--- src/hw/sbt_pkg.sv ---
// Overview of operation
// - WRITE after read only once the burst ended or after burst terminate
// - READ after write only once the burst ended or after burst terminate
// - RESET from power-on with all banks idle starts resetting
// - transitions need clock enable high on both edges; wait tXP/tXSR
// - never send a state and command pair that is not listed
// - no command to a bank in precharge, activate or auto-precharge burst
// - only NOPs during refresh, MR read, MR write and precharge-all
// - precharge-all lasts tRP, needs every bank in a prechargeable state
// - precharge to an idle bank still needs tRP
// - only NOPs to a bank in an auto-precharge burst
// - other banks take commands their own state permits
package sbt_pkg;
   localparam int CLK_PS     = 10000;
   localparam int T_RCD_NS   = 18;
   localparam int T_RP_NS    = 18;
   localparam int T_RFCPB_NS = 90;
   localparam int T_RFCAB_NS = 130;
   localparam int T_MRR_NS   = 20;
   localparam int T_MRW_NS   = 50;
   localparam int T_INIT_NS  = 200000;
   localparam int RCD_CYC    = (T_RCD_NS * 1000 + CLK_PS - 1) / CLK_PS;
   localparam int RP_CYC     = (T_RP_NS * 1000 + CLK_PS - 1) / CLK_PS;
   localparam int RFCPB_CYC  = (T_RFCPB_NS * 1000 + CLK_PS - 1) / CLK_PS;
   localparam int RFCAB_CYC  = (T_RFCAB_NS * 1000 + CLK_PS - 1) / CLK_PS;
   localparam int MRR_CYC    = (T_MRR_NS * 1000 + CLK_PS - 1) / CLK_PS;
   localparam int MRW_CYC    = (T_MRW_NS * 1000 + CLK_PS - 1) / CLK_PS;
   localparam int INIT_CYC   = (T_INIT_NS * 1000 + CLK_PS - 1) / CLK_PS;

   typedef enum logic [3:0] {
      OP_NOP = 4'h0, OP_ACT = 4'h1, OP_RD = 4'h2, OP_WR = 4'h3,
      OP_PRE = 4'h4, OP_PREA = 4'h5, OP_REFPB = 4'h6, OP_REFAB = 4'h7,
      OP_MRR = 4'h8, OP_MRW = 4'h9, OP_RESET = 4'hA, OP_BST = 4'hB
   } sbt_op_e;

   typedef enum logic [3:0] {
      BS_IDLE = 4'h0, BS_ACTIVATING = 4'h1, BS_ACTIVE = 4'h3, BS_READING = 4'h2,
      BS_WRITING = 4'h6, BS_RDAP = 4'h7, BS_WRAP = 4'h5, BS_PRECHARGING = 4'h4,
      BS_REFRESHING = 4'hC
   } sbt_bank_e;

   typedef enum logic [1:0] {
      DEV_POWERON = 2'h0, DEV_RESETTING = 2'h1, DEV_RUN = 2'h3, DEV_BUSY = 2'h2
   } sbt_dev_e;
endpackage

--- src/hw/sbt_host.sv ---
`timescale 1ns/100ps
`default_nettype none
module sbt_host import sbt_pkg::*; #(
   parameter int NB       = 8,
   parameter int BURST    = 4,
   parameter int TW       = 16,
   parameter int INIT_CYC_P = INIT_CYC
) (
   input  wire logic             clk_sys,
   input  wire logic             arst_n,
   input  wire logic             reqValid,
   input  wire sbt_op_e          reqOp,
   input  wire logic [$clog2(NB)-1:0] reqBank,
   input  wire logic             reqAp,
   output logic                  reqReady,
   output logic                  memCke,
   output sbt_op_e               memCmd,
   output logic [$clog2(NB)-1:0] memBank,
   output logic                  memAp,
   output sbt_dev_e              devState
);
   localparam int BW = $clog2(NB);
   localparam int A_RCD = RCD_CYC;
   localparam int A_RP = RP_CYC;
   localparam int A_MRW = MRW_CYC;
   localparam logic [TW-1:0] LD_RCD   = TW'(RCD_CYC - 1);
   localparam logic [TW-1:0] LD_RP    = TW'(RP_CYC - 1);
   localparam logic [TW-1:0] LD_BURST = TW'(BURST - 1);
   localparam logic [TW-1:0] LD_APB   = TW'(BURST + RP_CYC - 1);
   localparam logic [TW-1:0] LD_RFCPB = TW'(RFCPB_CYC - 1);
   localparam logic [TW-1:0] LD_RFCAB = TW'(RFCAB_CYC - 1);
   localparam logic [TW-1:0] LD_MRR   = TW'(MRR_CYC - 1);
   localparam logic [TW-1:0] LD_MRW   = TW'(MRW_CYC - 1);
   localparam logic [TW-1:0] LD_INIT  = TW'(INIT_CYC_P - 1);

   // where a timed state settles once its timer has run out
   function automatic sbt_bank_e settle(input sbt_bank_e s);
      case (s)
         BS_ACTIVATING, BS_READING, BS_WRITING: settle = BS_ACTIVE;
         BS_RDAP, BS_WRAP, BS_PRECHARGING, BS_REFRESHING: settle = BS_IDLE;
         default: settle = s;
      endcase
   endfunction

   sbt_bank_e       bankState_q [NB];
   logic [TW-1:0]   bankTimer_q [NB];
   sbt_bank_e       bankState_d [NB];
   logic [TW-1:0]   bankTimer_d [NB];
   logic [NB-1:0]   bIdle;
   logic [NB-1:0]   bIdleAct;
   logic [NB-1:0]   bRef;
   logic [BW-1:0]   lastBank_q;
   sbt_dev_e        devState_q;
   sbt_dev_e        devState_d;
   logic [TW-1:0]   devTimer_q;
   logic [TW-1:0]   devTimer_d;
   logic            devClr_q;
   logic            devClr_d;
   logic            memCke_q;
   sbt_op_e         memCmd_q;
   logic [BW-1:0]   memBank_q;
   logic            memAp_q;

   // ****************************************
   // command legality
   // ****************************************
   wire sbt_bank_e tgt = bankState_q[reqBank];
   wire sbt_bank_e lastSt = bankState_q[lastBank_q];
   // a per-bank refresh must not be interrupted, so it blocks every bank
   wire run = devState_q == DEV_RUN && !(|bRef);
   wire allIdle = run && (&bIdle);
   wire tgtOpen = tgt == BS_ACTIVE;
   // bursts must end or be terminated before turning the bus around
   wire okRd = run && (tgtOpen || tgt == BS_READING);
   wire okWr = run && (tgtOpen || tgt == BS_WRITING);
   wire okAct = run && tgt == BS_IDLE;
   wire okPre = run && (tgt == BS_IDLE || tgtOpen);
   wire okPrea = run && (&bIdleAct);
   wire okBst = run && (lastSt == BS_READING || lastSt == BS_WRITING);
   wire okMrr = (run && (&bIdleAct)) || devState_q == DEV_RESETTING;
   wire okReset = devState_q == DEV_POWERON || allIdle;
   // DEV_BUSY accepts nothing but NOP; DEV_RESETTING also accepts MRR
   assign reqReady = reqOp == OP_NOP ? 1'b1 :
                     reqOp == OP_ACT ? okAct :
                     reqOp == OP_RD ? okRd :
                     reqOp == OP_WR ? okWr :
                     reqOp == OP_PRE ? okPre :
                     reqOp == OP_PREA ? okPrea :
                     reqOp == OP_REFPB ? okAct :
                     reqOp == OP_REFAB ? allIdle :
                     reqOp == OP_MRR ? okMrr :
                     reqOp == OP_MRW ? allIdle :
                     reqOp == OP_RESET ? okReset :
                     reqOp == OP_BST ? okBst : 1'b0;
   wire issue = reqValid && reqReady && reqOp != OP_NOP;
   wire bankOp = reqOp == OP_ACT || reqOp == OP_RD || reqOp == OP_WR ||
                 reqOp == OP_PRE || reqOp == OP_REFPB;
   wire devClear = devState_q == DEV_BUSY && devTimer_q == '0 && devClr_q;

   // ****************************************
   // per-bank tracking
   // ****************************************
   for (genvar b = 0; b < NB; b++) begin : g_bank
      assign bIdle[b] = bankState_q[b] == BS_IDLE;
      assign bIdleAct[b] = bIdle[b] || bankState_q[b] == BS_ACTIVE;
      assign bRef[b] = bankState_q[b] == BS_REFRESHING;
      wire hit = issue && bankOp && reqBank == BW'(b);
      wire bstHit = issue && reqOp == OP_BST && lastBank_q == BW'(b);
      always_comb begin
         bankState_d[b] = bankState_q[b];
         bankTimer_d[b] = bankTimer_q[b];
         if (devClear) begin
            bankState_d[b] = BS_IDLE;
            bankTimer_d[b] = '0;
         end else if (hit) begin
            case (reqOp)
               OP_ACT: begin
                  bankState_d[b] = BS_ACTIVATING;
                  bankTimer_d[b] = LD_RCD;
               end
               OP_RD: begin
                  bankState_d[b] = reqAp ? BS_RDAP : BS_READING;
                  bankTimer_d[b] = reqAp ? LD_APB : LD_BURST;
               end
               OP_WR: begin
                  bankState_d[b] = reqAp ? BS_WRAP : BS_WRITING;
                  bankTimer_d[b] = reqAp ? LD_APB : LD_BURST;
               end
               OP_PRE: begin
                  bankState_d[b] = BS_PRECHARGING;
                  bankTimer_d[b] = LD_RP;
               end
               default: begin
                  bankState_d[b] = BS_REFRESHING;
                  bankTimer_d[b] = LD_RFCPB;
               end
            endcase
         end else if (bstHit) begin
            bankState_d[b] = BS_ACTIVE;
            bankTimer_d[b] = '0;
         end else if (bankTimer_q[b] != '0) begin
            bankTimer_d[b] = bankTimer_q[b] - 1'b1;
         end else begin
            bankState_d[b] = settle(bankState_q[b]);
         end
      end
      always_ff @(posedge clk_sys or negedge arst_n) begin
         if (!arst_n) begin
            bankState_q[b] <= BS_IDLE;
            bankTimer_q[b] <= '0;
         end else begin
            bankState_q[b] <= bankState_d[b];
            bankTimer_q[b] <= bankTimer_d[b];
         end
      end
   end

   // ****************************************
   // device-level state
   // ****************************************
   // MR read keeps bank states, so an open bank comes back active
   always_comb begin
      devState_d = devState_q;
      devTimer_d = devTimer_q;
      devClr_d = devClr_q;
      unique case (devState_q)
         DEV_POWERON, DEV_RUN: begin
            if (issue && reqOp == OP_RESET) begin
               devState_d = DEV_RESETTING;
               devTimer_d = LD_INIT;
            end else if (issue && (reqOp == OP_REFAB || reqOp == OP_MRW ||
                                   reqOp == OP_PREA || reqOp == OP_MRR)) begin
               devState_d = DEV_BUSY;
               devClr_d = reqOp != OP_MRR;
               devTimer_d = reqOp == OP_REFAB ? LD_RFCAB :
                            reqOp == OP_MRW ? LD_MRW :
                            reqOp == OP_PREA ? LD_RP : LD_MRR;
            end
         end
         DEV_RESETTING: begin
            if (issue && reqOp == OP_MRR) begin
               devState_d = DEV_BUSY;
               devClr_d = 1'b1;
               devTimer_d = LD_MRR;
            end else if (devTimer_q != '0) begin
               devTimer_d = devTimer_q - 1'b1;
            end else begin
               devState_d = DEV_RUN;
            end
         end
         DEV_BUSY: begin
            if (devTimer_q != '0) begin
               devTimer_d = devTimer_q - 1'b1;
            end else begin
               devState_d = DEV_RUN;
               devClr_d = 1'b0;
            end
         end
      endcase
   end

   always_ff @(posedge clk_sys or negedge arst_n) begin
      if (!arst_n) begin
         devState_q <= DEV_POWERON;
         devTimer_q <= '0;
         devClr_q <= 1'b0;
      end else begin
         devState_q <= devState_d;
         devTimer_q <= devTimer_d;
         devClr_q <= devClr_d;
      end
   end

   // ****************************************
   // command pins
   // ****************************************
   // clock enable never drops: power-down is not driven by this block
   always_ff @(posedge clk_sys or negedge arst_n) begin
      if (!arst_n) begin
         memCke_q <= 1'b0;
         memCmd_q <= OP_NOP;
         memBank_q <= '0;
         memAp_q <= 1'b0;
         lastBank_q <= '0;
      end else begin
         memCke_q <= 1'b1;
         memCmd_q <= issue ? reqOp : OP_NOP;
         memBank_q <= reqBank;
         memAp_q <= reqAp;
         if (issue && (reqOp == OP_RD || reqOp == OP_WR)) begin
            lastBank_q <= reqBank;
         end
      end
   end
   assign memCke = memCke_q;
   assign memCmd = memCmd_q;
   assign memBank = memBank_q;
   assign memAp = memAp_q;
   assign devState = devState_q;

   wire tgtBusy = tgt inside {BS_ACTIVATING, BS_PRECHARGING, BS_RDAP, BS_WRAP, BS_REFRESHING};
endmodule
`default_nettype wire

--- config.mk ---
export PLATFORM = sky130hd
export DESIGN_NAME = sbt_host
export DESIGN_NICKNAME = d
export VERILOG_FILES = /design/src/hw/sbt_pkg.sv /design/src/hw/sbt_host.sv
export SDC_FILE = /design/constraint.sdc
export NUM_CORES = 1
export LEC_CHECK = 0
export BUFFER_PORTS_ARGS = -buffer_cell sky130_fd_sc_hd__buf_4
export CAP_MARGIN = 20
export CELL_PAD_IN_SITES_DETAIL_PLACEMENT = 2
export CELL_PAD_IN_SITES_GLOBAL_PLACEMENT = 2
export CORE_MARGIN = 2
export CORE_UTILIZATION = 40
export DETAILED_ROUTE_END_ITERATION = 8
export GPL_TIMING_DRIVEN = 0
export PLACE_DENSITY = 0.8
export SYNTH_ARGS = -nofsm -noshare
export SYNTH_HDL_FRONTEND = slang
export SYNTH_SLANG_ARGS = --single-unit
--- constraint.sdc ---
create_clock -name clk_sys -period 3.6 [get_ports clk_sys]
set_input_delay 0.9 -clock clk_sys [delete_from_list [all_inputs] [get_ports clk_sys]]
set_output_delay 0.9 -clock clk_sys [all_outputs]
set_load 0.02 [all_outputs]
## Word level (Yosys, flattened, before mapping)

Cells that the tools add are included.

- Multipliers: 0
- Add/subtract/negate cells: 9
- Bitwise logic cells: 2
- Equality and inequality tests: 111
- Divide/modulo/power cells: 0
- Shift-type cells: 0
- Reductions and logical operators: 128
- Order comparisons: 2
- Multiplexer cells: 113

Operators by type and width:

| cell | count |
|---|---|
| 2-to-1 mux 16 bit | 36 |
| equality test 4 x 3 -> 1 bit (second input constant) | 38 |
| 2-to-1 mux 4 bit | 38 |
| nonzero test 16 bit | 9 |
| subtractor 16 x 1 -> 16 bit (second input constant) | 9 |
| equality test 4 x 2 -> 1 bit (second input constant) | 21 |
| one-hot mux 4 bit (2 select lines) | 9 |
| equality test 4 bit (second input constant) | 12 |
| one-hot mux 16 bit (3 select lines) | 1 |
| logical NOT 4 bit | 10 |
| nonzero test 5 bit | 8 |
| equality test 4 x 1 -> 1 bit (second input constant) | 9 |
| != test 4 bit (second input constant) | 9 |
| nonzero test 4 bit | 9 |
| logical AND 1 bit | 34 |
| OR reduction 4 bit | 8 |
| binary-select mux 4 bit (select 3 bit) | 2 |
| equality test 3 bit (second input constant) | 8 |
| OR reduction 3 bit | 8 |
| logical OR 1 bit | 22 |
| logical NOT 16 bit | 1 |
| 2-to-1 mux 1 bit | 16 |
| one-hot mux 4 bit (4 select lines) | 1 |
| AND reduction 2 bit | 8 |
| 20 further kinds | 39 |

- Bits in latches: 0
- Output and inout port bits: 12
- Input port bits: 11
- Bits in registers: 191
- Word-level logic and storage cells: 389
- Memories: 0
- Memory bits (writable): 0
- Bits in read-only memories: 0

## Longest topological paths before layout

- Depth in word-level cells: 26
- Mapped depth: 14
- Depth with buffers taken out: 11

## Worst setup path after synthesis

Ideal clock, no wire load.

- Path type: input to output
- Start: input port reqBank[2]
- End: output port reqReady
- Required time: 2.700 ns
- Stages on the path: 8
- Slack: 0.164 ns
- Arrival: 2.536 ns
- Buffers on the path: 1
- Path through: buf_2 > mux4_2 > mux2i_4 > xor2_1 > nand4b_1 > o31ai_1 > a21oi_1 > nand2_1

- Word-level cells in the longest chain between the ends: 13
- Elaborated cells between the ends (all ways): 22
- Classes of those cells: eq/ne: 3; mux: 10; bitwise: 1; reduce/logical: 8

Ends and longest elaborated chain:

| element | line | RTL |
|---|---|---|
| start: declaration | sbt_host.sv:13 | `input wire logic [$clog2(NB)-1:0] reqBank,` |
| inverter 3 -> 4 bit (implied by the code) (*) | sbt_host.sv:67 | `wire sbt_bank_e tgt = bankState_q[reqBank];` |
| binary-select mux 4 bit (select 3 bit) (*) | sbt_host.sv:67 |  |
| 2-to-1 mux 4 bit (implied by the code) (*) (2 in series) | sbt_host.sv:67 |  |
| logical NOT 4 bit | sbt_host.sv:76, sbt_host.sv:77 |  |
| logical AND 1 bit | sbt_host.sv:76 | `wire okAct = run && tgt == BS_IDLE;` |
| 2-to-1 mux 1 bit | sbt_host.sv:89 | `reqOp == OP_REFPB ? okAct :` |
| 2-to-1 mux 1 bit | sbt_host.sv:88 | `reqOp == OP_PREA ? okPrea :` |
| 2-to-1 mux 1 bit | sbt_host.sv:87 | `reqOp == OP_PRE ? okPre :` |
| 2-to-1 mux 1 bit | sbt_host.sv:86 | `reqOp == OP_WR ? okWr :` |
| 2-to-1 mux 1 bit | sbt_host.sv:85 | `reqOp == OP_RD ? okRd :` |
| 2-to-1 mux 1 bit (*) | sbt_host.sv:84 | `reqOp == OP_ACT ? okAct :` |
| 2-to-1 mux 1 bit (*) | sbt_host.sv:83 | `assign reqReady = reqOp == OP_NOP ? 1'b1 :` |
| end: declaration | sbt_host.sv:15 | `output logic reqReady,` |

Mark *: on every way between the ends. The rest lies on a longest branch, timed or not. The select of a mux whose other input is x is not followed.

## Worst setup path after layout

- Start: input port reqBank[0]
- End: output port reqReady

The elaborated chain is that of the path after synthesis.

==> summary.txt <==
Run status
  • Run status: complete, but fails checks
  • Failing checks: negative setup slack

STA
  • Worst-Margin Slew: roughly 1000 ps
  • Final hold violations: 0
  • Final worst slack: -205 ps
  • Setup violation total in the final timing report: 46
  • Slew HR: 32.0%
  • Setup TNS: -1740 ps
  • Max-slew violation count: 0
  • RSZ-0062 raised after global routing: true
  • Crit share post-route: 106%
  • Final Skew: 17.5 ps
  • Post-route minimum period: 3800 ps
  • Max Fclk: 263 MHz

Global route
  • GRT met3 Usage: 3.76%
  • GR Overflow Total: 0
  • GRT met1 Usage: 33.3%
  • Met2 GRT Util: 41.5%
  • GRT Total Usage: 24.6%
  • First-pass GRT wire length: ~56000 microns
  • Vias in the first global route: 10263
  • GR peak layer: met2
  • Largest net degree at the start of global routing: 102
  • Initial antenna violation count: 0

Worst hold path
  • Worst Hold Class: primary input to asynchronous set/reset pin

Clock network
  • Root buf cell: clkbuf_16
  • CTS sink count: about 190
  • CTS tree: done
  • CTS clk-pin slew, worst paths: around 80 ps
  • Clock Path Buffers: 2
  • H-tree Lvls: 4
  • CTS buffer count: 17
  • Clock insertion delay at the later pin of the skew report: 460 ps

Final layout
  • Layout cells sized above 1: between 10% and 20%
  • Layout Nets: roughly 1300
  • ANT cells: 0
  • Area Overhead vs Synth: 19.2%

Floorplanning
  • Placeable Area: 26900 sq um
  • Starting Density: 40.5%
  • Chip Height: 169 microns
  • Num rows: 60
  • Top Ports: 23
  • Die Wd: 169 microns
  • Die area: 28600 sq um

Synth
  • Synthesized instance count: 1215
  • Top cells by area, synth: dfrtp_1 (44%), xnor2_1 (6.2%), nor2_1 (5.8%), nand2_1 (4.7%), nor3_1 (2.5%)
  • Top cell type by total area after synthesis: dfrtp_1
  • Unique masters post-synth: between 70 and 80
  • Post-synth top area share: 43.9%
  • Mapped Nets: 1240
  • Synthesis-stage register bit count: 191
  • Register area share after synthesis: 43.9%
  • Mean Syn Cell Area: 8.96 sq um
  • EDFF count, synth: 0
  • Yosys warning count: 0
  • Most common flop cell mapped by yosys: dfrtp_1
  • Netlist Area Pre-Place: 10900 sq um
  • Asr flop ratio synth: 100%

Route
  • Final wirelength: 38600 microns
  • Wire length per cell: 23.6 microns
  • Antenna Nets Post-Route: 0
  • Drt via density: 6.03
  • Iteration-0 DRC Markers: 722
  • Vias: 9848
  • Drt drc: 0
  • Router iterations before antenna repair: 8

Critical path
  • Required time of the critical path: 2700 ps
  • Startpoint Class: primary input
  • Crit path capture type: output port
  • CP peak stage delay: between 300 and 400 ps
  • Worst-path cell chain: buf_12, buf_8, buf_4, mux2_2, o22a_1, o211ai_1, nand3_1, a211o_1, nand2_1, buf_6
  • Crit Reg-Reg Startpoint: bankState_q[24]$_DFFE_PN0P_
  • Crit-path max FO: 5
  • Arr. time, crit path: approximately 2900 ps
  • CP Buf/Inv Count: 4
  • Critical path type: primary input to output port
  • Worst setup startpoint: reqBank[0]
  • Cell family with most CP delay: compound AO/OA/AOI/OAI gates
  • Crit-path slowest cell: a211o_1

Power and ir drop
  • Design Power: 10200 uW
  • Leak pwr: around 0.0054 uW
  • PwrDens: 786 nW/um^2
  • Maximum vdd drop: 0.415 mV

Placement
  • GPL Wtd Cong: 0.989
  • Input/output buffers: 22
  • Final HPWL DP: 24000 microns

Flow run
  • Max-cap violations: 0
==> cells in the final DEF, fill, tap and decap left out, types with 14 or more instances in the layout <==
cell / instances
nor2b_1: 21
dfrtp_1: 191
a31oi_1: 15
xor2_1: 28
nor3_1: 53
nor4_1: 35
nor2_1: 165
xnor2_1: 77
buf_4: 40
clkbuf_1: 21
clkbuf_16: 22
a21oi_1: 38
ha_1: 14
nand2_1: 119
o22ai_1: 21
inv_1: 33
nand3_1: 35
o21ai_0: 39
==> worst paths after layout <==
check | to | slack (ps) | cells past startpoint
worst min-delay path | bankTimer_q[119]$_DFFE_PN0P_ | 460 | 1
min in group clk_sys | devTimer_q[5]$_DFFE_PN0P_ | 530 | 1
worst max-delay path | reqReady | -200 | 10
worst min register to register | devTimer_q[5]$_DFFE_PN0P_ | 530 | 1
worst max register to register | bankState_q[5]$_DFFE_PN0P_ | -60 | 15
max in group asynchronous | bankState_q[11]$_DFFE_PN0P_ | 2200 | 2
==> layer usage <==
layer  vias to the layer above  routed length (microns)
met5                         -                        0
met2                       232                    18900
met1                      5091                    16600
met4                         0                     1420
li1                       4437                        -
met3                        88                     1650
==> cell usage after synthesis, drive strengths merged, types with 7 or more instances <==
cell / number
a21o: 8
inv: 35
a21oi: 48
a22o: 7
mux4: 8
mux2: 17
a31oi: 20
nor2b: 22
nor4: 37
o31ai: 7
dfrtp: 191
clkbuf: 34
nor2: 168
nor3b: 13
or3: 12
ha: 14
or4: 11
nor3: 56
o21ai: 49
nand2: 136
nand4: 7
a211oi: 8
xor2: 28
o22ai: 29
and3: 10
xnor2: 77
and2: 15
nand3: 37
mux2i: 10
buf: 17
nand3b: 8
nand2b: 13
o211ai: 7
==> where the power goes <==
part / leakage [uW] / switching, uW / internal [uW] / total (uW)
Sequential: 0.00236 / 1080 / 3030 / 4120
Combinational: 0.00274 / 2320 / 1790 / 4100
Clock: 0.000288 / 994 / 994 / 1990
==> flip-flops by register name, indices dropped and copies added (netlist names) <==
register,count
bankTimer_q,128
lastBank_q,3
memBank,3
memCmd,4
devTimer_q,16
devState,2
devClr_q,1
memAp,1
bankState_q,32
memCke,1
==> through the flow <==
stage / setup WS [ps] / cells / utilization, % / area (sq um) / hold WS [ps]
floorplan: 164 / 1215 / - / 10900 / 444
global placement: -714 / 1578 / 42.7 / 11500 / 474
detailed placement: -805 / 1580 / 42.9 / 11500 / 505
CTS: -177 / 1610 / 45.3 / 12200 / 497
global route: -267 / 1634 / 48.3 / 13000 / 485
finish: -205 / 1634 / 48.3 / 13000 / 459
==> layout make-up <==
cell class / instances / area, sq um
Buffer: 45 / 318
Clock buffer: 17 / 425
Clock inverter: 15 / 176
Fill cell: 2859 / 13900
Inverter: 35 / 131
Multi-Input combinational cell: 938 / 6200
Sequential cell: 191 / 4780
Tap cell: 341 / 427
Timing Repair Buffer: 52 / 534
==> logic make-up (layout without fill, tap and decap cells) <==
kind of cell / count (synthesis) / in the layout / share of synthesized area, %
compound gates: 224 / 224 / 13.2
flops: 191 / 191 / 43.9
xor+xnor: 105 / 105 / 8.44
fa+ha+maj: 14 / 14 / 1.61
buf+inv: 86 / 164 / 3.46
mux: 35 / 35 / 4.45
simple gates: 559 / 559 / 24.9
other cells: 1 / 1 / 0.0344
==> worst register-to-register path: cells and delay by family (launching register included) <==
kind / cells / cell delay (ps)
AO/OA/AOI/OAI: 5 / 1180
buffers and inverters: 5 / 940
AND/OR/NAND/NOR: 4 / 790
flip-flops: 1 / 330
multiplexers: 1 / 310
==> timing repair <==
action                                  CTS  global route
resized for setup                        13           132
hold buffers                              0             0
pin swaps                                 1            17
endpoints found under the setup margin  175           181
setup buffers                             1            23
cloned                                    0             5
Note: power is estimated with default switching activity, not from simulation.
